[src/design/lrp_regs.svh]
`ifndef LRP_REGS_SVH
`define LRP_REGS_SVH

// ==========================================================================
// register indices (byte address = 4 * index)
// ==========================================================================
`define LRP_IDX_RANK_USE      14'h044d
`define LRP_IDX_BW_LOW        14'h044e
`define LRP_IDX_BW_HIGH       14'h044f
`define LRP_IDX_FILTER        14'h0450
`define LRP_IDX_INT_LOW       14'h0451
`define LRP_IDX_INT_MID       14'h0452
`define LRP_IDX_INT_TOP       14'h0453
`define LRP_IDX_NUM_LOW       14'h0454
`define LRP_IDX_NUM_MID       14'h0455
`define LRP_IDX_NUM_HIGH      14'h0456
`define LRP_IDX_MOD_LOW       14'h0457
`define LRP_IDX_MOD_MID       14'h0458
`define LRP_IDX_MOD_HIGH      14'h0459
`define LRP_NUM_REGS          13
`define LRP_ADDR_W            16

// ==========================================================================
// reset values, per slot 0..12
// ==========================================================================
`define LRP_RST_RANK_USE      8'h01
`define LRP_RST_BW_LOW        8'hf4
`define LRP_RST_BW_HIGH       8'h01
`define LRP_RST_FILTER        8'h00
`define LRP_RST_INT_LOW       8'hcb
`define LRP_RST_INT_MID       8'h07
`define LRP_RST_INT_TOP       8'h00
`define LRP_RST_NUM_LOW       8'h04
`define LRP_RST_NUM_MID       8'h00
`define LRP_RST_NUM_HIGH      8'h00
`define LRP_RST_MOD_LOW       8'h05
`define LRP_RST_MOD_MID       8'h00
`define LRP_RST_MOD_HIGH      8'h00
`define LRP_RST_BW_WORD       16'h01f4
`define LRP_RST_INT_WORD      17'h007cb

// ==========================================================================
// implemented-bit masks and field positions
// ==========================================================================
`define LRP_MASK_RANK_USE     8'h07
`define LRP_MASK_FULL         8'hff
`define LRP_MASK_FILTER       8'h02
`define LRP_MASK_INT_TOP      8'h01
`define LRP_MASK_FRAC_HIGH    8'h7f
`define LRP_USE_BIT           0
`define LRP_RANK_LSB          1
`define LRP_RANK_MSB          2
`define LRP_FILTER_BIT        1
`define LRP_FRAC_RSV_BIT      7

// ==========================================================================
// bus answers
// ==========================================================================
`define LRP_RESP_OKAY         2'b00
`define LRP_RESP_SLVERR       2'b10

`endif

[src/design/lrp_pkg.sv]
package lrp_pkg;

   typedef enum logic [1:0] {
      LRP_WR_COLLECT = 2'b01,
      LRP_WR_RESP    = 2'b10
   } lrp_wr_state_t;

   typedef enum logic [1:0] {
      LRP_RD_IDLE  = 2'b01,
      LRP_RD_VALID = 2'b10
   } lrp_rd_state_t;

   typedef struct packed {
      logic [7:0] val;
   } lrp_cell_t;

   typedef struct packed {
      lrp_wr_state_t wr;
      logic          aw_got;
      logic [15:0]   awaddr;
      logic          w_got;
      logic [7:0]    wdata;
      logic          wstrb0;
      logic [1:0]    bresp;
      lrp_rd_state_t rd;
      logic [7:0]    rdata;
      logic [1:0]    rresp;
      logic [17:0]   ratio;
   } lrp_main_t;

endpackage

[src/design/lrp_byte_cell.sv]
`timescale 1ns/100ps
`default_nettype none

module lrp_byte_cell
   import lrp_pkg::*;
#(
   parameter logic [7:0] RST_VAL  = 8'h00,
   parameter logic [7:0] BIT_MASK = 8'hff
) (
   input  wire logic       mclk_in,    // system clock
   input  wire logic       reset_in,   // sync reset, high
   input  wire logic       ce_in,      // clock enable
   input  wire logic       wr_in,      // write strobe
   input  wire logic [7:0] wdata_in,   // write byte
   output logic      [7:0] value_out   // stored byte
);

   lrp_cell_t st_q;
   lrp_cell_t st_d;

   // ========================================================================
   // storage
   // ========================================================================
   // masking on write keeps reserved bits at zero forever
   always_comb begin
      st_d = st_q;
      if (wr_in) begin
         st_d.val = wdata_in & BIT_MASK;
      end
   end

   always_ff @(posedge mclk_in) begin
      if (reset_in) begin
         st_q <= '{val: RST_VAL};
      end else if (ce_in) begin
         st_q <= st_d;
      end
   end

   assign value_out = st_q.val;

endmodule
`default_nettype wire

[src/design/lrp_regs_top.sv]
`timescale 1ns/100ps
`default_nettype none
`include "lrp_regs.svh"

module lrp_regs_top
   import lrp_pkg::*;
(
   input  wire logic        mclk_in,                     // 100 MHz system clock
   input  wire logic        reset_in,                    // sync reset, high
   input  wire logic        ce_in,                       // clock enable, low freezes
   input  wire logic [15:0] s_axi_awaddr_in,             // write address
   input  wire logic        s_axi_awvalid_in,            // write address valid
   output logic             s_axi_awready_out,           // write address ready
   input  wire logic [31:0] s_axi_wdata_in,              // write data
   input  wire logic [3:0]  s_axi_wstrb_in,              // write strobes
   input  wire logic        s_axi_wvalid_in,             // write data valid
   output logic             s_axi_wready_out,            // write data ready
   output logic [1:0]       s_axi_bresp_out,             // write response
   output logic             s_axi_bvalid_out,            // write response valid
   input  wire logic        s_axi_bready_in,             // write response ready
   input  wire logic [15:0] s_axi_araddr_in,             // read address
   input  wire logic        s_axi_arvalid_in,            // read address valid
   output logic             s_axi_arready_out,           // read address ready
   output logic [31:0]      s_axi_rdata_out,             // read data
   output logic [1:0]       s_axi_rresp_out,             // read response
   output logic             s_axi_rvalid_out,            // read data valid
   input  wire logic        s_axi_rready_in,             // read data ready
   output logic [1:0]       second_input_rank_out,       // selection rank, 0 highest
   output logic             second_input_use_out,        // first loop may lock
   output logic [15:0]      loop_bw_scale_out,           // bandwidth, 0.1 Hz units
   output logic             high_margin_filter_out,      // base filter select
   output logic [16:0]      integer_feedback_count_out,  // stored integer divider field
   output logic [17:0]      effective_integer_ratio_out, // stored divider plus one
   output logic [22:0]      feedback_numerator_out,      // fractional numerator
   output logic [22:0]      feedback_modulus_out         // fractional modulus
);

   localparam logic [`LRP_NUM_REGS-1:0][7:0] RST_TABLE = {
      `LRP_RST_MOD_HIGH, `LRP_RST_MOD_MID, `LRP_RST_MOD_LOW,
      `LRP_RST_NUM_HIGH, `LRP_RST_NUM_MID, `LRP_RST_NUM_LOW,
      `LRP_RST_INT_TOP,  `LRP_RST_INT_MID, `LRP_RST_INT_LOW,
      `LRP_RST_FILTER,   `LRP_RST_BW_HIGH, `LRP_RST_BW_LOW,
      `LRP_RST_RANK_USE
   };

   localparam logic [`LRP_NUM_REGS-1:0][7:0] MASK_TABLE = {
      `LRP_MASK_FRAC_HIGH, `LRP_MASK_FULL, `LRP_MASK_FULL,
      `LRP_MASK_FRAC_HIGH, `LRP_MASK_FULL, `LRP_MASK_FULL,
      `LRP_MASK_INT_TOP,   `LRP_MASK_FULL, `LRP_MASK_FULL,
      `LRP_MASK_FILTER,    `LRP_MASK_FULL, `LRP_MASK_FULL,
      `LRP_MASK_RANK_USE
   };

   lrp_main_t  st_q;
   lrp_main_t  st_d;
   logic [7:0] cell_val [`LRP_NUM_REGS];
   logic [`LRP_NUM_REGS-1:0] cell_wr;
   logic       wr_fire;
   logic       wr_hit;
   logic [3:0] wr_slot;
   logic       rd_hit;
   logic [3:0] rd_slot;
   logic [7:0] rd_byte;
   logic       aw_take;
   logic       w_take;
   logic       ar_take;

   // ========================================================================
   // address decode
   // ========================================================================
   // printed offsets are word indices; anything outside the window or not
   // word aligned is unmapped and answered with SLVERR
   function automatic logic addr_hit(input logic [15:0] addr);
      logic [13:0] idx;
      idx = addr[15:2];
      if (addr[1:0] != 2'b00) begin
         return 1'b0;
      end else if (idx < `LRP_IDX_RANK_USE) begin
         return 1'b0;
      end else if (idx > `LRP_IDX_MOD_HIGH) begin
         return 1'b0;
      end else begin
         return 1'b1;
      end
   endfunction

   function automatic logic [3:0] addr_slot(input logic [15:0] addr);
      logic [13:0] diff;
      diff = addr[15:2] - `LRP_IDX_RANK_USE;
      return diff[3:0];
   endfunction

   assign wr_hit  = addr_hit(st_q.awaddr);
   assign wr_slot = addr_slot(st_q.awaddr);
   assign rd_hit  = addr_hit(s_axi_araddr_in);
   assign rd_slot = addr_slot(s_axi_araddr_in);

   // ========================================================================
   // bus handshakes
   // ========================================================================
   // every valid and ready is gated by ce so no beat is taken while frozen
   assign s_axi_awready_out = ce_in && (st_q.wr == LRP_WR_COLLECT) && !st_q.aw_got;
   assign s_axi_wready_out  = ce_in && (st_q.wr == LRP_WR_COLLECT) && !st_q.w_got;
   assign s_axi_bvalid_out  = ce_in && (st_q.wr == LRP_WR_RESP);
   assign s_axi_arready_out = ce_in && (st_q.rd == LRP_RD_IDLE);
   assign s_axi_rvalid_out  = ce_in && (st_q.rd == LRP_RD_VALID);
   assign s_axi_bresp_out   = st_q.bresp;
   assign s_axi_rresp_out   = st_q.rresp;
   assign s_axi_rdata_out   = {24'h000000, st_q.rdata};

   assign aw_take = s_axi_awvalid_in && s_axi_awready_out;
   assign w_take  = s_axi_wvalid_in && s_axi_wready_out;
   assign ar_take = s_axi_arvalid_in && s_axi_arready_out;
   assign wr_fire = ce_in && (st_q.wr == LRP_WR_COLLECT) && st_q.aw_got && st_q.w_got;

   // ========================================================================
   // register cells
   // ========================================================================
   // only byte lane 0 carries data; a write with wstrb[0] low stores nothing
   always_comb begin
      cell_wr = '0;
      for (int i = 0; i < `LRP_NUM_REGS; i++) begin
         if (wr_fire && wr_hit && st_q.wstrb0 && (wr_slot == 4'(i))) begin
            cell_wr[i] = 1'b1;
         end
      end
   end

   for (genvar g = 0; g < `LRP_NUM_REGS; g++) begin : g_cell
      lrp_byte_cell #(
         .RST_VAL  (RST_TABLE[g]),
         .BIT_MASK (MASK_TABLE[g])
      ) u_cell (
         .mclk_in   (mclk_in),
         .reset_in  (reset_in),
         .ce_in     (ce_in),
         .wr_in     (cell_wr[g]),
         .wdata_in  (st_q.wdata),
         .value_out (cell_val[g])
      );
   end

   always_comb begin
      rd_byte = 8'h00;
      for (int i = 0; i < `LRP_NUM_REGS; i++) begin
         if (rd_hit && (rd_slot == 4'(i))) begin
            rd_byte = cell_val[i];
         end
      end
   end

   // ========================================================================
   // next state
   // ========================================================================
   always_comb begin
      st_d = st_q;
      if (aw_take) begin
         st_d.aw_got = 1'b1;
         st_d.awaddr = s_axi_awaddr_in;
      end
      if (w_take) begin
         st_d.w_got  = 1'b1;
         st_d.wdata  = s_axi_wdata_in[7:0];
         st_d.wstrb0 = s_axi_wstrb_in[0];
      end
      case (st_q.wr)
         LRP_WR_COLLECT: begin
            if (wr_fire) begin
               st_d.aw_got = 1'b0;
               st_d.w_got  = 1'b0;
               st_d.bresp  = wr_hit ? `LRP_RESP_OKAY : `LRP_RESP_SLVERR;
               st_d.wr     = LRP_WR_RESP;
            end
         end
         LRP_WR_RESP: begin
            if (s_axi_bready_in) begin
               st_d.wr = LRP_WR_COLLECT;
            end
         end
         default: begin
            st_d.wr = LRP_WR_COLLECT;
         end
      endcase
      case (st_q.rd)
         LRP_RD_IDLE: begin
            if (ar_take) begin
               st_d.rdata = rd_byte;
               st_d.rresp = rd_hit ? `LRP_RESP_OKAY : `LRP_RESP_SLVERR;
               st_d.rd    = LRP_RD_VALID;
            end
         end
         LRP_RD_VALID: begin
            if (s_axi_rready_in) begin
               st_d.rd = LRP_RD_IDLE;
            end
         end
         default: begin
            st_d.rd = LRP_RD_IDLE;
         end
      endcase
      st_d.ratio = 18'(integer_feedback_count_out) + 18'h00001;
   end

   always_ff @(posedge mclk_in) begin
      if (reset_in) begin
         st_q <= '{wr: LRP_WR_COLLECT, aw_got: 1'b0, awaddr: 16'h0000, w_got: 1'b0,
                   wdata: 8'h00, wstrb0: 1'b0, bresp: `LRP_RESP_OKAY, rd: LRP_RD_IDLE,
                   rdata: 8'h00, rresp: `LRP_RESP_OKAY,
                   ratio: 18'(`LRP_RST_INT_WORD) + 18'h00001};
      end else if (ce_in) begin
         st_q <= st_d;
      end
   end

   // ========================================================================
   // profile fields
   // ========================================================================
   // rank field
   assign second_input_rank_out = cell_val[0][`LRP_RANK_MSB:`LRP_RANK_LSB];
   assign second_input_use_out = cell_val[0][`LRP_USE_BIT];
   assign loop_bw_scale_out = {cell_val[2], cell_val[1]};
   assign high_margin_filter_out = cell_val[3][`LRP_FILTER_BIT];
   assign integer_feedback_count_out = {cell_val[6][0], cell_val[5], cell_val[4]};
   assign feedback_numerator_out = {cell_val[9][6:0], cell_val[8], cell_val[7]};
   assign feedback_modulus_out = {cell_val[12][6:0], cell_val[11], cell_val[10]};
   assign effective_integer_ratio_out = st_q.ratio;
endmodule
`default_nettype wire

[config.mk]
export PLATFORM = sky130hd
export DESIGN_NAME = lrp_regs_top
export DESIGN_NICKNAME = d
export VERILOG_FILES = /design/src/design/lrp_pkg.sv /design/src/design/lrp_byte_cell.sv /design/src/design/lrp_regs_top.sv
export VERILOG_INCLUDE_DIRS = /design/src /design/src/design
export SDC_FILE = /design/constraint.sdc
export NUM_CORES = 1
export LEC_CHECK = 0
export BUFFER_PORTS_ARGS = -buffer_cell sky130_fd_sc_hd__buf_2
export CAP_MARGIN = 10
export CORE_MARGIN = 1
export CORE_UTILIZATION = 40
export DETAILED_ROUTE_END_ITERATION = 10
export PLACE_DENSITY = 0.72
export SLEW_MARGIN = 5
export SYNTH_ARGS = -nofsm -noshare
export SYNTH_HDL_FRONTEND = slang
export SYNTH_SLANG_ARGS = --single-unit
[constraint.sdc]
create_clock -name mclk_in -period 4 [get_ports mclk_in]
set_clock_uncertainty 0.1 [all_clocks]
set_input_delay 0 -clock mclk_in [delete_from_list [all_inputs] [get_ports mclk_in]]
set_output_delay 0 -clock mclk_in [all_outputs]
set_load 0.01 [all_outputs]
==> results of run 1 <==
## cell usage in the layout, fill, tap and decap left out, types with 5 or more instances in the layout
cell type,instances
dfxtp_1,142
and3_1,5
or2_2,5
a211o_1,14
nor3_1,19
mux2i_1,85
a21oi_1,45
o21ai_0,20
nand4_1,11
buf_4,6
nand4b_1,6
or3_1,6
inv_1,12
a211oi_1,11
dlygate4sd3_1,32
buf_2,163
nand2_1,63
nand3_1,20
o221ai_1,9
nor2_1,136
a221oi_1,5
clkbuf_16,17
xor2_1,9
nor2b_1,11
conb_1,26
## cell families after synthesis
group                    synth area share, %
other                                 0.0530
AO/OA/AOI/OAI                           12.6
buffers and inverters                   10.4
AND/OR/NAND/NOR                         22.6
flip-flops                              40.2
adder cells (fa/ha/maj)                0.177
XOR/XNOR                                1.61
multiplexers                            12.4
## registers in the layout (all words and copies together), names as in the netlist
register,count
g_cell.u_cell.value_out,83
s_axi_rdata_out,8
st_q,31
effective_integer_ratio_out,18
s_axi_rresp_out,1
s_axi_bresp_out,1
## worst min path at each step
stage | from | endpoint | slack, ns | cells past startpoint
floorplan | s_axi_awaddr_in[8] | st_q[50] | 0.04 | 2
global placement | s_axi_wdata_in[6] | st_q[39] | 0.13 | 3
detailed placement | s_axi_wdata_in[0] | st_q[33] | 0.14 | 3
CTS | reset_in | g_cell[9].u_cell.value_out[5] | 0.008 | 2
global route | reset_in | g_cell[9].u_cell.value_out[6] | 0.04 | 2
finish | s_axi_wvalid_in | st_q[41] | 0.02 | 5
## synthesized netlist by cell type (all sizes together), types with 3 or more instances
master,instances,area share (%)
and4bb,3,0.53
xnor2,4,0.50
and2,3,0.27
nand4,13,1.5
nand2,63,3.3
nor2b,11,0.97
or3,6,0.53
clkbuf,31,1.6
and4,3,0.37
nand4b,6,0.74
nor3b,5,0.60
o211ai,4,0.42
nand3,22,1.7
a211o,14,1.7
mux2i,85,12
o21ai,24,1.7
inv,12,0.64
a211oi,12,1.3
and3,7,0.71
nor4,5,1.0
a221oi,5,0.62
nor2,138,7.4
xor2,9,1.1
a21oi,45,3.2
buf,81,8.1
o22ai,3,0.27
o221ai,9,1.1
dfxtp,142,40
o31ai,4,0.42
nor3,19,1.3
or2,5,0.44
a21boi,3,0.32
## power breakdown
group | internal [W] | switching [W]
combinational | 0.0000971 | 0.000145
sequential | 0.00144 | 0.0000378
clock | 0.000831 | 0.000672
total | 0.00237 | 0.000855
## what timing repair did
item / in CTS / in global routing
hold buffers: 32 / 0
resized for setup: 0 / 0
endpoints found under the hold margin: 31 / 0
## layer usage
| layer | vias to the layer above | GRT usage, % |
|---|---|---|
| li1 | 3075 | - |
| met1 | 3013 | 30.8 |
| met2 | 270 | 36.1 |
| met3 | 36 | 5.56 |
| met4 | 0 | 8.49 |
| met5 | - | 0 |
## metrics by stage
step                cells  total power (W)  utilization, %  cell area, um2
finish               1193          0.00322            49.1            8500
global route         1193          0.00334            49.1            8500
CTS                  1193          0.00324            49.1            8500
detailed placement   1129          0.00173            44.0            7620
global placement     1129          0.00172            44.0            7620
floorplan             847          0.00168               -            7160
## critical path, cell delays in order, from the launching register on
cell and delay [ns]:
dfxtp_1 0.45, o211ai_1 0.26, nand4_1 0.16, nor4_2 0.32, buf_4 0.25, nand4b_1 0.66, mux2i_1 0.38, nor2_1 0.06
## cell type report
cell class,instances,area (um2)
well taps,225,282
fillers,1683,8800
repair buffers,201,1180
inverters,12,45.0
flip-flops and latches,142,2840
multi-input cells,581,3590
clock inverters,14,124
clock buffers,18,439
==> flow_summary.json, run 1 <==
{
  "peakVddDrop_mv": 0.323,
  "cap_violations": 0,
  "worst_pin_slew_ns": 0.935,
  "viasPerCell": 5.36,
  "gr-total-overflow": 0,
  "synth_cell_types": 66,
  "port_buffers": 164,
  "crit_start": "st_q[46]",
  "antenna_found_initial": 0,
  "cp-start-kind": "flop",
  "final_max_slew_viol_count": 0,
  "drc": 0,
  "dp_slack_ns": 1.28,
  "grt_pass1_vias": 5727,
  "drt_iter0_drc": 428,
  "finalCritPeriodShare_pct": 69.7,
  "ys.flop_type": "dfxtp_1",
  "synth.yosys.seq_area_share_pct": 40.2,
  "cts.clk_slew.worst_paths_ns": 0.06,
  "wl_per_cell_um": 17.6,
  "detail_route.wirelength_um": 21000,
  "grt_setup_unrepaired": "no",
  "syn_area_um2": 7070,
  "crit_fanout": 13,
  "rrSetupSlack_ns": 1.21,
  "tns_ns": 0,
  "ys_async_sr_fraction_pct": 0,
  "dr.pass1.iters": 5,
  "relSlewSlack_pct": 37.5,
  "die_h_um": 135,
  "wl_met1_um": 9570,
  "grt_max_degree": 78,
  "initial_core_util_pct": 40.9,
  "cp_data_required_time_ns": 4.18,
  "clockRootBuffer": "clkbuf_16",
  "reg2reg_to": "g_cell[8].u_cell.value_out[4]",
  "place_hpwl_um": 14800,
  "status": "complete, no violations",
  "ant_nets": 0,
  "coreArea_um2": 17300,
  "clock-sinks": 142,
  "dieArea_um2": 18200,
  "power_leakage_nw": 3.75,
  "reg2reg_from": "st_q[46]",
  "cp-end-kind": "flop",
  "fmax_mhz": 358,
  "crit_type": "flop to flop",
  "synth_edf_count": 0,
  "cts_tree": "built",
  "numCtsBuffers": 17,
  "grt.total_usage_pct": 23.1,
  "final_hold_viol_count": 0,
  "grt_pass1_wl_um": 31700,
  "area_growth_pct": 20.2,
  "reg2reg_depth": 7,
  "ys_ff_latch": 142,
  "min_period_ns": 2.79,
  "syn_avg_cell_area_um2": 8.60,
  "io_pins": 218,
  "fin_hold_ws_ns": 0.0181,
  "drive_above_1_share_pct": 23.6,
  "clk_latency_ns": 0.42,
  "syn_inst": 822,
  "p_per_area_nw_per_um2": 379,
  "setup_viol": 0,
  "cts_buffer_depth": 2,
  "num_vias": 6394,
  "setup.worst_path.end": "g_cell[8].u_cell.value_out[4]",
  "h-tree-depth": 4,
  "worst_slack_ns": 1.21,
  "cp_data_arrival_time_ns": 2.97,
  "post-cts-setup-buffers": 0,
  "route.met2.wl_um": 9620,
  "num_antenna_cells": 0,
  "die_x_um": 135,
  "place.gp.congestion": 0.920,
  "yosysWarnings": 0,
  "nNetsFinal": 1032,
  "top_layer_used": "met4",
  "dr_wl_met3_um": 1360,
  "worstHoldPathType": "input pin to flop",
  "rows": 48
}
No activity file was read; power rests on OpenSTA's default activity.
==> run 2: changes to the inputs <==
--- a/config.mk
+++ b/config.mk
@@ -11,7 +11,7 @@
 export CORE_MARGIN = 1
 export CORE_UTILIZATION = 40
 export DETAILED_ROUTE_END_ITERATION = 10
-export PLACE_DENSITY = 0.72
+export PLACE_DENSITY = 0.74
 export SLEW_MARGIN = 5
 export SYNTH_ARGS = -nofsm -noshare
 export SYNTH_HDL_FRONTEND = slang
==> constraint.sdc (replaced) <==
create_clock -name mclk_in -period 2.55 [get_ports mclk_in]
set_clock_uncertainty 0.1 [all_clocks]
set_input_delay 0 -clock mclk_in [delete_from_list [all_inputs] [get_ports mclk_in]]
set_output_delay 0 -clock mclk_in [all_outputs]
set_load 0.01 [all_outputs]
==> run 2 against run 1 <==
  * First-iteration DRC count grew 27%
  * Core utilization is 1.0 points higher
  * Global-route usage rose by 0.40 points
  * Flip-flop and latch count stayed put
  * Cell area rose by 2.0%
  * Via count is 1.9% higher
  * Sequential share of layout area fell by 0.67 points
  * Sequential power is 57% higher
  * Wire length increased by 2.0%
  * Clock-buffer cell count is 2 higher
  * Hold slack improved by 0.037 ns
  * Largest cell class unchanged
  * Largest power group unchanged
==> flow_summary.json, run 2 (same netlist as run 1, synthesis figures left out) <==
{
  "place_hpwl_um": 15200,
  "tns_ns": 0,
  "cts_tree": "built",
  "most-common-layout-cells": "buf_2, dfxtp_1, nor2_1, mux2i_1, nand2_1",
  "worst_pin_slew_ns": 0.785,
  "coreArea_um2": 17300,
  "nNetsFinal": 1054,
  "crit_fanout": 13,
  "final_max_slew_viol_count": 0,
  "wl_per_cell_um": 17.6,
  "grt_setup_unrepaired": "no",
  "fillerInstances": 1651,
  "ant_nets": 0,
  "p_per_area_nw_per_um2": 589,
  "hold_path_depth": 4,
  "drive_above_1_share_pct": 25.2,
  "drt_iter0_drc": 544,
  "cts_hold_buf": 33,
  "detail_route.wirelength_um": 21400,
  "clk_latency_ns": 0.43,
  "die_h_um": 135,
  "power_leakage_nw": 3.85,
  "dieArea_um2": 18200,
  "cts.clk_slew.worst_paths_ns": 0.06,
  "io_pins": 218,
  "place.gp.congestion": 0.901,
  "post-cts-setup-buffers": 0,
  "die_x_um": 135,
  "area_growth_pct": 22.7,
  "gr-total-overflow": 0,
  "cp_data_required_time_ns": 2.76,
  "ctsResizeCount": 0,
  "cp_data_arrival_time_ns": 2.50,
  "reg2reg_depth": 7,
  "mostFrequentLayoutCell": "buf_2",
  "cap_violations": 0,
  "numCtsBuffers": 17,
  "cp-end-kind": "flop",
  "port_buffers": 164,
  "initial_core_util_pct": 40.9,
  "dr.pass1.iters": 5,
  "min_period_ns": 2.28,
  "drc": 0,
  "fmax_mhz": 438,
  "viasPerCell": 5.36,
  "grt.total_usage_pct": 23.5,
  "cts_buffer_depth": 2,
  "clock-sinks": 142,
  "finalCritPeriodShare_pct": 89.5,
  "num_vias": 6517,
  "num_antenna_cells": 0,
  "dpl_cell_area_um2": 7770,
  "setup_viol": 0,
  "cp-start-kind": "flop",
  "largest_register_ff_count": 83,
  "h-tree-depth": 4,
  "relSlewSlack_pct": 47.5,
  "crit_type": "flop to flop",
  "postLayoutCellArea_um2": 8670,
  "status": "complete, no violations",
  "worstHoldPathType": "input pin to flop",
  "clockRootBuffer": "clkbuf_16",
  "grt_max_degree": 72,
  "peakVddDrop_mv": 0.458,
  "final_hold_viol_count": 0,
  "rows": 48,
  "grt_pass1_wl_um": 32600,
  "grt_pass1_vias": 5958,
  "antenna_found_initial": 0
}
-- run 2: changes by cell type in the layout (fill, tap and decap cells not counted), sizes merged --
cell	change
inv	-2
dlygate4sd3	+1
clkinvlp	+2
clkinv	-2
clkbuf	+2
buf	+21
-- run 2: per-stage QoR --
step	utilization, %	std cells	worst slack [ns]	hold slack [ns]	power, W
3_5_place_dp	44.9	1150	0.311	0.141	0.00272
5_1_grt	50.1	1215	0.138	0.0636	0.00529
4_1_cts	50.1	1215	0.287	0.0424	0.00513
2_1_floorplan	-	847	0.529	0.0360	0.00263
6_report	50.1	1215	0.268	0.0550	0.00511
3_3_place_gp	44.9	1150	0.347	0.132	0.00271
-- run 2: path summary, 6_finish.rpt --
path,slack [ns],endpoint,start
worst max-delay path,0.27,g_cell[4].u_cell.value_out[0],st_q[60]
worst min register to register,0.35,st_q[51],st_q[51]
worst max register to register,0.27,g_cell[4].u_cell.value_out[0],st_q[60]
worst min-delay path,0.06,s_axi_rdata_out[1],s_axi_arvalid_in
-- run 2: cell type report --
type                            count  area [um2]  share of cell area (%)
Clock buffer                       20         467                    5.38
Clock inverter                     12         103                    1.18
Inverter                           12        45.0                   0.519
Multi-Input combinational cell    581        3590                    41.3
Sequential cell                   142        2840                    32.8
Tap cell                          225         282                    3.25
Timing Repair Buffer              223        1350                    15.6
-- run 2: layer usage --
| layer | routed length (um) | up-vias | track usage, % |
|---|---|---|---|
| li1 | - | 3111 | - |
| met1 | 9580 | 3082 | 31.1 |
| met2 | 9700 | 276 | 36.4 |
| met3 | 1500 | 48 | 4.92 |
| met4 | 664 | 0 | 11.1 |
| met5 | 0 | - | 0 |
-- run 2: power by group --
group / switching [W] / total [W] / internal, W
clock: 0.00105 / 0.00240 / 0.00134
combinational: 0.000235 / 0.000399 / 0.000163
sequential: 0.0000550 / 0.00232 / 0.00226
-- run 2: critical path, cell delays in order, from the launching register on --
cell,delay (ns)
dfxtp_1,0.33
and3b_4,0.32
nand3_2,0.12
nor4_2,0.30
buf_4,0.25
and3_2,0.39
nor2b_1,0.08
a211o_1,0.28
==> run 3: changes to the inputs <==
--- a/config.mk
+++ b/config.mk
@@ -6,6 +6,7 @@
 export SDC_FILE = /design/constraint.sdc
 export NUM_CORES = 1
 export LEC_CHECK = 0
+export ABC_AREA = 1
 export BUFFER_PORTS_ARGS = -buffer_cell sky130_fd_sc_hd__buf_2
 export CAP_MARGIN = 10
 export CORE_MARGIN = 1
==> run 3 against run 2 <==
  * Largest power group unchanged
  * Critical endpoint is now g_cell[5].u_cell.value_out[3]
  * Clock power rose by 7%
  * Sequential share of layout area fell by 0.52 points
  * Cell area is 1.7% higher
  * Hold slack worse by 0.041 ns
  * Area after synthesis is 0.35% higher
  * Die area grew 0.35%
==> flow_summary.json, run 3 <==
{
  "cp_data_arrival_time_ns": 2.53,
  "max_stage_delay_ns": 0.43,
  "worst_slack_ns": 0.192,
  "antenna_found_initial": 0,
  "syn_area_um2": 7090,
  "mostFrequentLayoutCell": "buf_2",
  "cp-end-kind": "flop",
  "yosys.area.top_type_share_pct": 40.1,
  "clk_latency_ns": 0.42,
  "crit_type": "flop to flop",
  "cap_violations": 0,
  "cp_cell_sequence": "nor2_1, nor2_2, nor2_1, inv_2, nor2_1, inv_1, nor4_4, nand2_1, nor2_1, a211oi_1",
  "drc": 0,
  "h-tree-depth": 4,
  "finalCritPeriodShare_pct": 92.5,
  "grt_pass1_wl_um": 33300,
  "coreArea_um2": 17300,
  "tns_ns": 0,
  "dpl_cell_area_um2": 7820,
  "most-common-layout-cells": "buf_2, dfxtp_1, inv_1, a21oi_1, nand2_1",
  "nNetsFinal": 1222,
  "relSlewSlack_pct": 53.3,
  "num_vias": 7047,
  "dr.pass1.iters": 5,
  "initial_core_util_pct": 41.0,
  "num_antenna_cells": 0,
  "ys_async_sr_fraction_pct": 0,
  "gr-total-overflow": 0,
  "dp.cells": 1314,
  "final_hold_viol_count": 0,
  "ys.flop_type": "dfxtp_1",
  "reg2reg_depth": 10,
  "cp_slowest_cell": "nor4_4",
  "die_h_um": 135,
  "setup_viol": 0,
  "dp_slack_ns": 0.162,
  "p_per_area_nw_per_um2": 605,
  "port_buffers": 164,
  "detail_route.wirelength_um": 21800,
  "status": "complete, no violations",
  "post-synth-top-area-cell": "dfxtp_1",
  "rows": 48,
  "final_max_slew_viol_count": 0,
  "postLayoutCellArea_um2": 8820,
  "grt_pass1_vias": 6394,
  "area_growth_pct": 24.4,
  "cpMostUsedCell": "nor2_1",
  "hold_path_depth": 3,
  "power_leakage_nw": 3.95,
  "synth_cell_types": 43,
  "crit_fanout": 10,
  "grt_setup_unrepaired": "no",
  "fmax_mhz": 424,
  "cts_tree": "built",
  "fin_hold_ws_ns": 0.0143,
  "synth_area_leaders": "dfxtp_1, a21oi_1, inv_1",
  "grt.total_usage_pct": 23.9,
  "drive_above_1_share_pct": 23.4,
  "drt_iter0_drc": 550,
  "worst_pin_slew_ns": 0.701,
  "die_x_um": 135,
  "dieArea_um2": 18300,
  "largest_register_ff_count": 83,
  "cts_buffer_depth": 2,
  "place_hpwl_um": 15400,
  "worstHoldPathType": "input pin to flop",
  "instances_no_fill": 1383,
  "place.gp.congestion": 0.883,
  "cp_data_required_time_ns": 2.72,
  "cts.clk_slew.worst_paths_ns": 0.06,
  "clock-sinks": 142,
  "yosysMostFrequentCell": "dfxtp_1",
  "syn_avg_cell_area_um2": 7.23,
  "synth_edf_count": 0,
  "synth_commonest_cells": "dfxtp_1, inv_1, a21oi_1",
  "grt_max_degree": 63,
  "ys_ff_latch": 142,
  "wl_per_cell_um": 15.8,
  "synth.yosys.seq_area_share_pct": 40.1,
  "numCtsBuffers": 17,
  "yosysWarnings": 0,
  "clockRootBuffer": "clkbuf_16",
  "syn_inst": 981,
  "cp-start-kind": "flop",
  "min_period_ns": 2.36,
  "viasPerCell": 5.10,
  "peakVddDrop_mv": 0.476,
  "ant_nets": 0,
  "io_pins": 218
}
[run 3: final cells by class]
cell class	instances	area, um2
clock inverters	14	168
repair buffers	213	1290
flip-flops and latches	142	2850
fillers	1671	8470
inverters	153	577
clock buffers	18	439
well taps	225	282
multi-input cells	618	3220
[run 3: cell families after synthesis]
logic type	synth area share, %
XOR/XNOR	1.11
adder cells (fa/ha/maj)	0.176
AO/OA/AOI/OAI	22.9
other	0.0529
AND/OR/NAND/NOR	19.4
buffers and inverters	16.3
flip-flops	40.1
[run 3: final timing paths]
check	start	endpoint	slack [ns]
max	st_q[44]	g_cell[5].u_cell.value_out[3]	0.19
min	reset_in	st_q[28]	0.01
max reg2reg	st_q[44]	g_cell[5].u_cell.value_out[3]	0.19
min reg2reg	g_cell[10].u_cell.value_out[1]	g_cell[10].u_cell.value_out[1]	0.36
[run 3: repair_timing]
action / CTS / global route
gates resized for setup: 0 / 10
buffers inserted: 0 / 0
hold buffers: 37 / 0
endpoints found under the setup margin: 0 / 27
hold endpoints to repair: 36 / 0
[run 3: worst max-delay path, delay by kind of cell (launching register included)]
family / cells / cell delay, ns
buffers and inverters: 2 / 0.19
flip-flops: 1 / 0.32
AO/OA/AOI/OAI: 1 / 0.06
AND/OR/NAND/NOR: 7 / 1.54
[run 3: power breakdown]
part           switching, W  total [W]  internal (W)
registers         0.0000670    0.00234       0.00227
logic              0.000276   0.000435      0.000159
clock network       0.00101    0.00257       0.00156
[run 3: stage by stage]
step / total power (W) / utilization [%]
2_1_floorplan: 0.00266 / -
3_3_place_gp: 0.00276 / 45.2
3_5_place_dp: 0.00277 / 45.2
4_1_cts: 0.00535 / 50.8
5_1_grt: 0.00552 / 51.0
6_report: 0.00534 / 51.0
[run 3: metal layers]
layer  vias up  routed length (um)  track usage [%]
li1       3482                   -                -
met1      3225                9490             31.3
met2       296               10000             37.7
met3        44                1730             6.29
met4         0                 566             9.05
met5         -                   0                0
